`src/eac_pkg.sv`:
```
// constants shared by both ends of the eeprom access link
// assumes one 50 MHz core clock for both ends
package eac_pkg;
	// ----------------------------------------
	// io register map of the eeprom block
	// ----------------------------------------
	localparam logic [5:0] IO_ADDR = 6'h1f;
	localparam logic [5:0] IO_DATA = 6'h1d;
	localparam logic [5:0] IO_CTRL = 6'h1c;
	localparam int CTL_RIE = 3;
	localparam int CTL_MWE = 2;
	localparam int CTL_WE  = 1;
	localparam int CTL_RE  = 0;
	localparam int LOC_W   = 7;
	localparam int DEPTH   = 128;
	localparam logic [3:0] CTL_RSVD = 4'h0;
	// ----------------------------------------
	// timing
	// ----------------------------------------
	localparam int unsigned CORE_HZ     = 50_000_000;
	localparam int unsigned RC_HZ       = 1_000_000;
	localparam int unsigned RC_DIV      = CORE_HZ / RC_HZ;
	localparam int unsigned WRITE_TICKS = 8448;
	localparam logic [1:0] MWE_HOLD   = 2'h3;
	localparam logic [2:0] STALL_WR   = 3'h2;
	localparam logic [2:0] STALL_RD   = 3'h4;
	// ----------------------------------------
	// host apb register map
	// ----------------------------------------
	localparam logic [7:0] H_CTRL  = 8'h00;
	localparam logic [7:0] H_CMD   = 8'h04;
	localparam logic [7:0] H_ADDR  = 8'h08;
	localparam logic [7:0] H_WDATA = 8'h0c;
	localparam logic [7:0] H_RDATA = 8'h10;
	localparam logic [7:0] H_STAT  = 8'h14;
	localparam logic [7:0] H_ISTAT = 8'h18;
	localparam logic [7:0] H_IMASK = 8'h1c;
	localparam int HC_GIE   = 0;
	localparam int HC_SLEEP = 1;
	localparam int HC_RST   = 2;
	localparam int CMD_GO   = 0;
	localparam int CMD_WR   = 1;
	localparam int EV_DONE  = 0;
	localparam int EV_READY = 1;
	localparam logic [1:0] EV_NONE = 2'h0;
endpackage

```
`src/eac_if.sv`:
```
// cpu io bus between the core side and the eeprom block
// assumes both ends run on the same core clock
`timescale 1ns/1ps
`default_nettype none
interface eac_if;
	logic [5:0] io_addr;
	logic       io_wr;
	logic       io_rd;
	logic [7:0] io_wdata;
	logic [7:0] io_rdata;
	logic       stall;
	logic       irq_req;
	logic       gie;
	logic       sleep_pd;
	logic       osc_hold;
	logic       cpu_rst;
	modport dev (input io_addr, io_wr, io_rd, io_wdata, gie, sleep_pd, cpu_rst,
		output io_rdata, stall, irq_req, osc_hold);
	modport cpu (output io_addr, io_wr, io_rd, io_wdata, gie, sleep_pd, cpu_rst,
		input io_rdata, stall, irq_req, osc_hold);
endinterface
`default_nettype wire

```
`src/eac_device.sv`:
```
// eeprom block: io registers, self-timed write, stalled read, ready irq
// assumes the cpu issues no io access while stall is high
`timescale 1ns/1ps
`default_nettype none
module eac_device #(
	parameter int unsigned RC_DIV      = eac_pkg::RC_DIV,
	parameter int unsigned WRITE_TICKS = eac_pkg::WRITE_TICKS
) (
	input  wire logic CORE_CLK,
	input  wire logic SYS_RST,
	eac_if.dev        BUS,
	output logic      WRITE_ACTIVE,
	output logic      WRITE_ABORT
);
	logic [7:0]  mem [eac_pkg::DEPTH];
	logic [6:0]  loc;
	logic [7:0]  data;
	logic        rie;
	logic        mwe;
	logic [1:0]  mwe_cnt;
	logic        we;
	logic        re;
	logic [2:0]  stall_cnt;
	logic        wr_loc;
	logic        wr_data;
	logic        wr_ctl;
	logic        start_wr;
	logic        start_rd;
	logic        disturb;
	logic        t_busy;
	logic        t_done;
	logic [7:0]  next_rdata;

	// ----------------------------------------
	// io write decode
	// ----------------------------------------
	assign wr_loc  = BUS.io_wr && (BUS.io_addr == eac_pkg::IO_ADDR);
	assign wr_data = BUS.io_wr && (BUS.io_addr == eac_pkg::IO_DATA);
	assign wr_ctl  = BUS.io_wr && (BUS.io_addr == eac_pkg::IO_CTRL);
	assign start_wr = wr_ctl && BUS.io_wdata[eac_pkg::CTL_WE] && mwe && !we;
	assign start_rd = wr_ctl && BUS.io_wdata[eac_pkg::CTL_RE] && !start_wr;
	assign disturb  = we && (wr_loc || wr_data || start_rd);

	// ----------------------------------------
	// write timer
	// ----------------------------------------
	// power-on reset only, so a cpu reset leaves a running write alone
	eac_wtimer #(
		.DIV   (RC_DIV),
		.TICKS (WRITE_TICKS)
	) i_eac_wtimer (
		.clk   (CORE_CLK),
		.rst   (SYS_RST),
		.start (start_wr),
		.abort (disturb),
		.busy  (t_busy),
		.done  (t_done)
	);

	// ----------------------------------------
	// address and data registers
	// ----------------------------------------
	// seven-bit location
	always_ff @(posedge CORE_CLK or posedge SYS_RST) begin
		if (SYS_RST) begin
			loc <= 7'h00;
		end else if (wr_loc) begin
			loc <= BUS.io_wdata[eac_pkg::LOC_W-1:0];
		end
	end

	always_ff @(posedge CORE_CLK or posedge SYS_RST) begin
		if (SYS_RST) begin
			data <= 8'h00;
		end else if (wr_data) begin
			data <= BUS.io_wdata;
		end else if (start_rd) begin
			data <= mem[loc];
		end
	end

	// array update at end of write
	always_ff @(posedge CORE_CLK) begin
		if (t_done) begin
			mem[loc] <= data;
		end
	end

	// ----------------------------------------
	// control register
	// ----------------------------------------
	// rie and mwe clear on any reset; we is left to its own block
	always_ff @(posedge CORE_CLK or posedge SYS_RST) begin
		if (SYS_RST) begin
			rie <= 1'b0;
		end else if (BUS.cpu_rst) begin
			rie <= 1'b0;
		end else if (wr_ctl) begin
			rie <= BUS.io_wdata[eac_pkg::CTL_RIE];
		end
	end

	always_ff @(posedge CORE_CLK or posedge SYS_RST) begin
		if (SYS_RST) begin
			mwe     <= 1'b0;
			mwe_cnt <= 2'h0;
		end else if (BUS.cpu_rst) begin
			mwe     <= 1'b0;
			mwe_cnt <= 2'h0;
		end else if (wr_ctl && BUS.io_wdata[eac_pkg::CTL_MWE] && !mwe) begin
			mwe     <= 1'b1;
			mwe_cnt <= eac_pkg::MWE_HOLD;
		end else if (mwe) begin
			if (mwe_cnt == 2'h0) begin
				mwe <= 1'b0;
			end else begin
				mwe_cnt <= mwe_cnt - 2'h1;
			end
		end
	end

	// cpu reset does not touch it
	always_ff @(posedge CORE_CLK or posedge SYS_RST) begin
		if (SYS_RST) begin
			we <= 1'b0;
		end else if (start_wr) begin
			we <= 1'b1;
		end else if (t_done || disturb || !t_busy) begin
			we <= 1'b0;
		end
	end

	always_ff @(posedge CORE_CLK or posedge SYS_RST) begin
		if (SYS_RST) begin
			stall_cnt <= 3'h0;
			re        <= 1'b0;
		end else if (BUS.cpu_rst) begin
			stall_cnt <= 3'h0;
			re        <= 1'b0;
		end else if (start_wr) begin
			stall_cnt <= eac_pkg::STALL_WR;
		end else if (start_rd) begin
			stall_cnt <= eac_pkg::STALL_RD;
			re        <= 1'b1;
		end else if (stall_cnt != 3'h0) begin
			stall_cnt <= stall_cnt - 3'h1;
			if (stall_cnt == 3'h1) begin
				re <= 1'b0;
			end
		end
	end

	assign BUS.stall = (stall_cnt != 3'h0);

	// ----------------------------------------
	// ready interrupt
	// ----------------------------------------
	// level while write idle
	assign BUS.irq_req = rie && BUS.gie && !we;

	// ----------------------------------------
	// power-down during write
	// ----------------------------------------
	// write runs on; clock stays up after it finishes in sleep
	always_ff @(posedge CORE_CLK or posedge SYS_RST) begin
		if (SYS_RST) begin
			BUS.osc_hold <= 1'b0;
		end else if (!BUS.sleep_pd) begin
			BUS.osc_hold <= 1'b0;
		end else if (t_done || we) begin
			BUS.osc_hold <= 1'b1;
		end
	end

	// ----------------------------------------
	// io read path
	// ----------------------------------------
	// top address bit zero
	always_comb begin
		next_rdata = 8'h00;
		if (BUS.io_addr == eac_pkg::IO_ADDR) begin
			next_rdata = {1'b0, loc};
		end else if (BUS.io_addr == eac_pkg::IO_DATA) begin
			next_rdata = data;
		end else if (BUS.io_addr == eac_pkg::IO_CTRL) begin
			next_rdata = {eac_pkg::CTL_RSVD, rie, mwe, we, re};
		end
	end

	// read data is sampled one cycle after the address is shown
	always_ff @(posedge CORE_CLK or posedge SYS_RST) begin
		if (SYS_RST) begin
			BUS.io_rdata <= 8'h00;
		end else begin
			BUS.io_rdata <= next_rdata;
		end
	end

	// ----------------------------------------
	// user-side status
	// ----------------------------------------
	always_ff @(posedge CORE_CLK or posedge SYS_RST) begin
		if (SYS_RST) begin
			WRITE_ACTIVE <= 1'b0;
			WRITE_ABORT  <= 1'b0;
		end else begin
			WRITE_ACTIVE <= we;
			WRITE_ABORT  <= disturb;
		end
	end
endmodule
`default_nettype wire

```
`src/eac_wtimer.sv`:
```
// self-timed write timer on a 1 MHz tick derived from the core clock
// assumes only the power-on reset or an abort stops it
`timescale 1ns/1ps
`default_nettype none
module eac_wtimer #(
	parameter int unsigned DIV   = eac_pkg::RC_DIV,
	parameter int unsigned TICKS = eac_pkg::WRITE_TICKS
) (
	input  wire logic clk,
	input  wire logic rst,
	input  wire logic start,
	input  wire logic abort,
	output logic      busy,
	output logic      done
);
	logic [15:0] pre;
	logic [15:0] ticks;
	// ----------------------------------------
	// prescaler and tick count
	// ----------------------------------------
	always_ff @(posedge clk or posedge rst) begin
		if (rst) begin
			pre   <= 16'h0000;
			ticks <= 16'h0000;
			busy  <= 1'b0;
		end else begin
			if (start) begin
				busy  <= 1'b1;
				pre   <= 16'h0000;
				ticks <= 16'h0000;
			end else if (abort) begin
				busy <= 1'b0;
			end else if (busy) begin
				if (pre == 16'(DIV - 1)) begin
					pre <= 16'h0000;
					if (ticks == 16'(TICKS - 1)) begin
						busy <= 1'b0;
					end else begin
						ticks <= ticks + 16'h0001;
					end
				end else begin
					pre <= pre + 16'h0001;
				end
			end
		end
	end

	// done rides the last tick, so the write bit falls on the final rc edge, not one later
	assign done = busy && !start && !abort && pre == 16'(DIV - 1) && ticks == 16'(TICKS - 1);
endmodule
`default_nettype wire

```
`src/flat_wrapper.sv`:
```
// flat-port wrapper written by rule: the top's interface ports become plain ports
module eac_device_flat 
#(
	parameter int unsigned RC_DIV      = eac_pkg::RC_DIV,
	parameter int unsigned WRITE_TICKS = eac_pkg::WRITE_TICKS
)
  (CORE_CLK, SYS_RST, WRITE_ACTIVE, WRITE_ABORT, BUS_io_addr, BUS_io_wr, BUS_io_rd, BUS_io_wdata, BUS_gie, BUS_sleep_pd, BUS_cpu_rst, BUS_io_rdata, BUS_stall, BUS_irq_req, BUS_osc_hold);
  eac_if BUS_i ();
  input  wire logic CORE_CLK;
  input  wire logic SYS_RST;
  output logic WRITE_ACTIVE;
  output logic WRITE_ABORT;
  input wire logic [$bits(BUS_i.io_addr)-1:0] BUS_io_addr;
  input wire logic [$bits(BUS_i.io_wr)-1:0] BUS_io_wr;
  input wire logic [$bits(BUS_i.io_rd)-1:0] BUS_io_rd;
  input wire logic [$bits(BUS_i.io_wdata)-1:0] BUS_io_wdata;
  input wire logic [$bits(BUS_i.gie)-1:0] BUS_gie;
  input wire logic [$bits(BUS_i.sleep_pd)-1:0] BUS_sleep_pd;
  input wire logic [$bits(BUS_i.cpu_rst)-1:0] BUS_cpu_rst;
  output wire logic [$bits(BUS_i.io_rdata)-1:0] BUS_io_rdata;
  output wire logic [$bits(BUS_i.stall)-1:0] BUS_stall;
  output wire logic [$bits(BUS_i.irq_req)-1:0] BUS_irq_req;
  output wire logic [$bits(BUS_i.osc_hold)-1:0] BUS_osc_hold;
  assign BUS_i.io_addr = BUS_io_addr;
  assign BUS_i.io_wr = BUS_io_wr;
  assign BUS_i.io_rd = BUS_io_rd;
  assign BUS_i.io_wdata = BUS_io_wdata;
  assign BUS_i.gie = BUS_gie;
  assign BUS_i.sleep_pd = BUS_sleep_pd;
  assign BUS_i.cpu_rst = BUS_cpu_rst;
  assign BUS_io_rdata = BUS_i.io_rdata;
  assign BUS_stall = BUS_i.stall;
  assign BUS_irq_req = BUS_i.irq_req;
  assign BUS_osc_hold = BUS_i.osc_hold;
  eac_device #(.RC_DIV(RC_DIV), .WRITE_TICKS(WRITE_TICKS)) u_core (.CORE_CLK(CORE_CLK), .SYS_RST(SYS_RST), .BUS(BUS_i), .WRITE_ACTIVE(WRITE_ACTIVE), .WRITE_ABORT(WRITE_ABORT));
endmodule
```
`config.mk`:
```
export PLATFORM = sky130hd
export DESIGN_NAME = eac_device_flat
export DESIGN_NICKNAME = d
export VERILOG_FILES = /design/src/eac_pkg.sv /design/src/eac_if.sv /design/src/eac_device.sv /design/src/eac_wtimer.sv /design/src/flat_wrapper.sv
export SDC_FILE = /design/constraint.sdc
export NUM_CORES = 1
export LEC_CHECK = 0
export ABC_AREA = 1
export BUFFER_PORTS_ARGS = -buffer_cell sky130_fd_sc_hd__clkbuf_2
export CAP_MARGIN = 20
export CORE_UTILIZATION = 60
export CTS_CLUSTER_SIZE = 25
export DETAILED_ROUTE_END_ITERATION = 10
export PLACE_DENSITY = 0.75
export SLEW_MARGIN = 5
export SYNTH_ARGS = -nofsm -noshare
export SYNTH_HDL_FRONTEND = slang
export SYNTH_SLANG_ARGS = --single-unit
```
`constraint.sdc`:
```
create_clock -name CORE_CLK -period 6.2 [get_ports CORE_CLK]
set_clock_uncertainty 0.15 [all_clocks]
set_input_delay 0.31 -clock CORE_CLK [delete_from_list [all_inputs] [get_ports CORE_CLK]]
set_output_delay 0.31 -clock CORE_CLK [all_outputs]
set_load 0.02 [all_outputs]
```
Word level (Yosys, flattened, before mapping)
Memory sizes are Yosys's and may differ from the RTL's.
Index checks and enable logic that the tools add are counted.
- bits in registers: 68
- RAM bits: 1024
- input bits: 21
- output and inout bits: 13
- logic and storage cells: 117
- memories: 1
- add/sub/neg operators: 4
- eq/ne operators: 11
- mux-type cells: 44
- reductions and logical operators: 42
- memories (name ; words ; width ; read ports ; clocked after memory_dff ; write ports ; line ; source):
    u_core.mem ; 128 ; 8 ; 1 ; 0 ; 1 ; eac_device.sv:15 ; logic [7:0] mem [eac_pkg::DEPTH];
- operators with widths (cell ; number):
    16-bit 2-to-1 mux ; 9
    16-bit by 1-bit adder with 16-bit output, second input constant ; 2
    8-bit 2-to-1 mux ; 4
    1-bit 2-to-1 mux ; 22
    6-bit by 5-bit == test with 1-bit output, second input constant ; 3
    1-bit logical AND ; 17
    16-bit by 14-bit == test with 1-bit output, second input constant ; 1
    16-bit by 6-bit == test with 1-bit output, second input constant ; 1
    3-bit 2-to-1 mux ; 4
    3-bit nonzero test ; 4
    2-bit nonzero test ; 5
    2-bit 2-to-1 mux ; 4
    2-bit by 1-bit != test with 1-bit output, second input constant ; 3
    1-bit logical NOT ; 5
    1-bit logical OR ; 5
    4-bit 2-to-1 mux ; 1
    2-bit AND reduction ; 2
    4-bit AND reduction ; 1
    4-bit nonzero test ; 1
    3-bit by 1-bit == test with 1-bit output, second input constant ; 1
    3-bit by 2-bit != test with 1-bit output, second input constant ; 1
    3-bit AND reduction ; 1
    3-bit by 1-bit subtractor with 3-bit output, second input constant ; 1
    2-bit logical NOT ; 1
    2 further kinds ; 2

Longest topological paths before layout
- depth after elaboration: 17
- depth in mapped cells: 16

Hierarchy
From an unflattened synthesis, not the netlist that was laid out.
- cells, all modules: 4526
- area total of the unflattened synthesis: 46667.3 µm²
- modules (own cells, without submodules) (module ; instances ; cells each ; area an instance (µm²) ; sequential area each (µm²)):
    eac_device ; 1 ; 4212 ; 44505.2 ; 31625.3
    eac_wtimer ; 1 ; 314 ; 2162.1 ; 825.8

Worst setup path after synthesis
Ideal clock, no wire load.
- path type: reg2reg
- start: register u_core.i_eac_wtimer.pre[1]
- end: memory u_core.mem[70][0] (enable)
- setup time: 370 ps
- arrival: 2461 ps
- required time: 5680 ps
- path slack: 3219 ps
- cell stages (with the launch flop): 10
- buffers on the path: 1
- cells stage by stage: dfrtp_1 -> inv_1 -> ha_1 -> nand3_1 -> nor4_1 -> nand2_2 -> nor3_4 -> nand4_4 -> buf_6 -> nor2_1
- cells in the longest elaborated chain, start to end: 5
- ends and longest elaborated chain (element ; line ; source):
    from (decl) ; eac_wtimer.sv:16 ; logic [15:0] pre;
    from (signal assigned) ; eac_wtimer.sv:42 ; pre <= pre + 16'h0001;
    16-bit by 6-bit == test with 1-bit output ; eac_wtimer.sv:49 ; assign done = busy && !start && !abort && pre == 16'(DIV - 1) && ticks == 16'(TICKS - 1);
    1-bit logical AND (2 in a row) ; eac_wtimer.sv:49 ;
    1-bit 2-to-1 mux ; eac_device.sv:84 ; if (t_done) begin
    1-bit 2-to-1 mux (implied by the code) ; eac_device.sv:85 ; mem[loc] <= data;
    to (decl) ; eac_device.sv:15 ;
Every way passes these cells.

Final worst setup path
- start: register u_core.we
- end: memory u_core.mem[29][1] (enable)
- cells in the longest elaborated chain, start to end: 12
- elaborated cells on any way between the ends: 13
- ends and longest elaborated chain (element ; line ; source):
    from (decl) ; eac_device.sv:21 ; logic we;
    from (signal assigned) ; eac_device.sv:125 ; we <= 1'b0;
    from (signal assigned) ; eac_device.sv:127 ; we <= 1'b1;
    from (signal assigned) ; eac_device.sv:129 ; we <= 1'b0;
    1-bit logical NOT ; eac_device.sv:40 ; assign start_wr = wr_ctl && BUS.io_wdata[eac_pkg::CTL_WE] && mwe && !we;
    1-bit logical AND ; eac_device.sv:40 ;
    1-bit logical NOT ; eac_device.sv:41, eac_wtimer.sv:49 ;
    1-bit logical AND ; eac_device.sv:41 ; assign start_rd = wr_ctl && BUS.io_wdata[eac_pkg::CTL_RE] && !start_wr;
    1-bit logical OR ; eac_device.sv:42 ; assign disturb = we && (wr_loc || wr_data || start_rd);
    1-bit logical AND ; eac_device.sv:42 ;
    1-bit logical NOT ; eac_wtimer.sv:49 ;
    1-bit logical AND * (3 in a row) ; eac_wtimer.sv:49 ;
    1-bit 2-to-1 mux * ; eac_device.sv:84 ;
    1-bit 2-to-1 mux (implied by the code) * ; eac_device.sv:85 ;
Mark *: on every way between the ends. The rest lies on a longest branch, timed or not.

==> results.md <==
* Count of non-filler cells in the finished layout at 5846
* Slew Viols, Final at 0
* Combinational cell fraction of total power at 11.3%
* Max-cap check violation count at 0
* H-tree levels at 3
* Hold Path Class: input port to register
* Maximum fanout along the worst path at 22
* DPL Wire Length at 62200 um
* Slew headroom at 25.1%
* Critical setup path kind: register to register
* Detail Route Antenna Nets at 0
* CTS tree: yes
* Filler cell count at 5707
* GR Util All Layers at 27.4%
* Vias in the first global route at 30419
* Clock share of power at 36.9%
* Sw Share at 26.3%
* Pre-antenna DRT Iters at 6
* R2r setup slk at 1.88 ns
* Die Y at 285 um
* Initial antenna violation count at 0
* Via Count at 31736
* First-pass GRT wire length at 169000 um
* Yosys reg bits at 1092
* Initial drt markers at 3399
* Leakage at 22.2 nW
* Antenna Diode Count at 0
* CTS buffer count at 106
* Post-Route Setup TNS at 0 ns
* Bufs on Longest Clock Path at 3
* Seq/Total Area, Yosys at 67.7%
* Starting density of the core at 60.7%
* GP Congestion at 0.900
* Die area at 81000 um2
* # DRC at 0
* Site Rows at 103
* Area growth, synth to finish at 9.53%
* Final core utilization at 66.4%
* Status: complete, no violations
* Switching power at 4.55 mW
* Least-Margin Pin Slew at 1.12 ns
* Via/cell ratio at 5.43
* Synth cell types at 33
* Placed instance count at 5639
* Placeable Area at 79000 um2
* Fin. Hold Viols at 0
* Maximum clock rate at 0.232 GHz
* Crit-path most repeated cell: inv_1
* Share of layout cells above drive strength 1 at 7.34%
* Hold_ws at 0.0710 ns
* Fin crit share at 69.6%
* CP peak stage delay at 0.93 ns
* Root buffer cell: clkbuf_16
* Peak supply drop at 0.217 mV
* Largest net degree at the start of global routing at 165
* Clk_lat worst skew at 0.68 ns
* Port bufs at 32
* # clock sinks at 1092
* Net count, final at 4740
* Worst-path clk slew at 0.06 ns
* Minimum clock period at 4.32 ns
* Power Total at 17.3 mW
* Die width at 285 um
* Slowest cell on crit path: nor2_1
* Worst setup SP type: register
* Unrepaired setup endpoints after global routing: false
* Worst path required time at 6.34 ns
* Internal Power at 12.7 mW
* Mean Syn Cell Area at 10.1 um2
* I/O Pins at 34
* Final setup vio count at 0
* Cells after synthesis at 4725
* Synth warn at 0
* Sequential share of power at 51.9%
* Power Density at 329 nW/um2
* Final WL at 111000 um
* Critical-path cell list: inv_1 -> nand4_1 -> inv_1 -> nor3_4 -> nand4_4 -> nor2_1
* GRT overflow at 0
* Cell area after synthesis at 47900 um2
* Post-Syn Nets at 4753
* Critical Path End Type: register
* WL per Instance at 18.9 um
* Crit path DAT at 4.46 ns
==> worst paths after layout <==
check | endpoint | start | cells past startpoint
worst max-delay path | u_core.mem[29][1] | u_core.we | 6
worst min-delay path | u_core.BUS.io_rdata[1] | BUS_io_addr[3] | 5
worst max register to register | u_core.mem[29][1] | u_core.we | 6
worst min register to register | u_core.i_eac_wtimer.ticks[4] | u_core.i_eac_wtimer.ticks[4] | 2
max in group asynchronous | u_core.loc[0] | SYS_RST | 4
min in group asynchronous | u_core.WRITE_ABORT | SYS_RST | 4
==> critical path: cells and delay by family (launching register included) <==
| family | cells | cell delay [ns] |
|---|---|---|
| buffers and inverters | 2 | 0.47 |
| DFF | 1 | 0.56 |
| and+or+nand+nor | 4 | 2.75 |
==> stage by stage <==
| stage | instance area [um2] | setup WS [ns] |
|---|---|---|
| finish | 52500 | 1.88 |
| global route | 52500 | 1.62 |
| CTS | 52500 | 1.84 |
| detailed placement | 48900 | 1.70 |
| global placement | 48900 | 1.83 |
| floorplan | 47900 | 3.22 |
==> cell families after synthesis <==
| kind of cell | after synthesis | share of synthesized area [%] |
|---|---|---|
| multiplexers | 1 | 0.0209 |
| flip-flops | 1092 | 67.7 |
| buffers and inverters | 1081 | 8.65 |
| AO/OA/AOI/OAI | 247 | 2.87 |
| adder cells (fa/ha/maj) | 7 | 0.183 |
| XOR/XNOR | 24 | 0.439 |
| AND/OR/NAND/NOR | 2273 | 20.1 |
==> routing by layer <==
| metal | track usage (%) | share of wire (%) | vias to the layer above | wire length, um |
|---|---|---|---|---|
| li1 | - | - | 15104 | - |
| met3 | 3.43 | 8.2 | 276 | 9100 |
| met5 | 0 | 0 | - | 0 |
| met4 | 11.7 | 4.0 | 0 | 4380 |
| met1 | 37.1 | 40 | 14966 | 44100 |
| met2 | 44.9 | 48 | 1390 | 53000 |
==> Yosys cell counts <==
master,count,share of area [%]
nand4_1,17,0.22
nand3b_1,2,0.031
nor2_1,372,2.9
xnor2_1,3,0.055
edfxtp_1,1024,64
nor2_2,9,0.12
clkbuf_1,159,1.2
buf_6,8,0.19
buf_2,17,0.18
nor4_1,8,0.10
nor3_4,3,0.10
buf_1,14,0.11
nor3_1,10,0.10
o211ai_1,45,0.70
mux2i_1,1,0.021
nand2_2,3,0.039
nand4_4,8,0.36
o22ai_1,12,0.16
and3_1,1,0.013
nand3_1,450,4.7
nand2_1,1291,10
o21ai_0,173,1.8
o221ai_1,3,0.055
dfrtp_1,68,3.6
o21ai_1,11,0.11
or2_2,98,1.3
xor2_1,21,0.38
inv_1,873,6.8
a21oi_1,3,0.031
inv_2,8,0.063
buf_4,2,0.031
ha_1,7,0.18
nor3_2,1,0.021
==> registers in the layout, summed over array words and instances (netlist names) <==
| signal | count |
|---|---|
| u_core.mem | 1024 |
| u_core.i_eac_wtimer.pre | 16 |
| u_core.i_eac_wtimer.ticks | 16 |
| u_core.BUS.io_rdata | 8 |
| u_core.data | 8 |
| u_core.loc | 7 |
| u_core.stall_cnt | 3 |
| u_core.mwe_cnt | 2 |
| u_core.BUS.osc_hold | 1 |
| u_core.WRITE_ABORT | 1 |
| u_core.WRITE_ACTIVE | 1 |
| u_core.i_eac_wtimer.busy | 1 |
| u_core.mwe | 1 |
| u_core.re | 1 |
| u_core.rie | 1 |
| u_core.we | 1 |
==> what timing repair did <==
item | CTS | global route
hold endpoints to repair | 94 | 0
gates resized for setup | 0 | 0
setup buffers | 0 | 0
endpoints found under the setup margin | 0 | 0
hold buffers | 15 | 0
==> cells in the final DEF, fill, tap and decap left out, types with 29 or more instances in the layout <==
cell type  count
clkbuf_1      29
clkbuf_16    108
clkbuf_2      32
dfrtp_1       59
edfxtp_1    1024
inv_1        872
nand2_1     1290
nand3_1      450
nor2_1       366
o211ai_1      45
o21ai_0      173
or2_2         98
==> power by group through the flow <==
stage,logic (mW),registers (mW),clock network (mW)
2_1_floorplan,1.07,9.07,0
3_3_place_gp,1.87,9.10,0
3_5_place_dp,1.91,9.11,0
4_1_cts,1.93,8.96,6.42
5_1_grt,2.13,8.98,6.70
6_report,1.95,8.97,6.37
==> cell type report <==
class                           count  area [um2]  share of cell area [%]
Timing Repair Buffer               79         601                    1.14
Sequential cell                  1092       32500                    61.9
Tap cell                         1050        1310                    2.50
Inverter                          881        3310                    6.31
Clock inverter                     54         589                    1.12
Multi-Input combinational cell   2552       11400                    21.6
Clock buffer                      138        2830                    5.38
(Power assumes the default switching activity.)
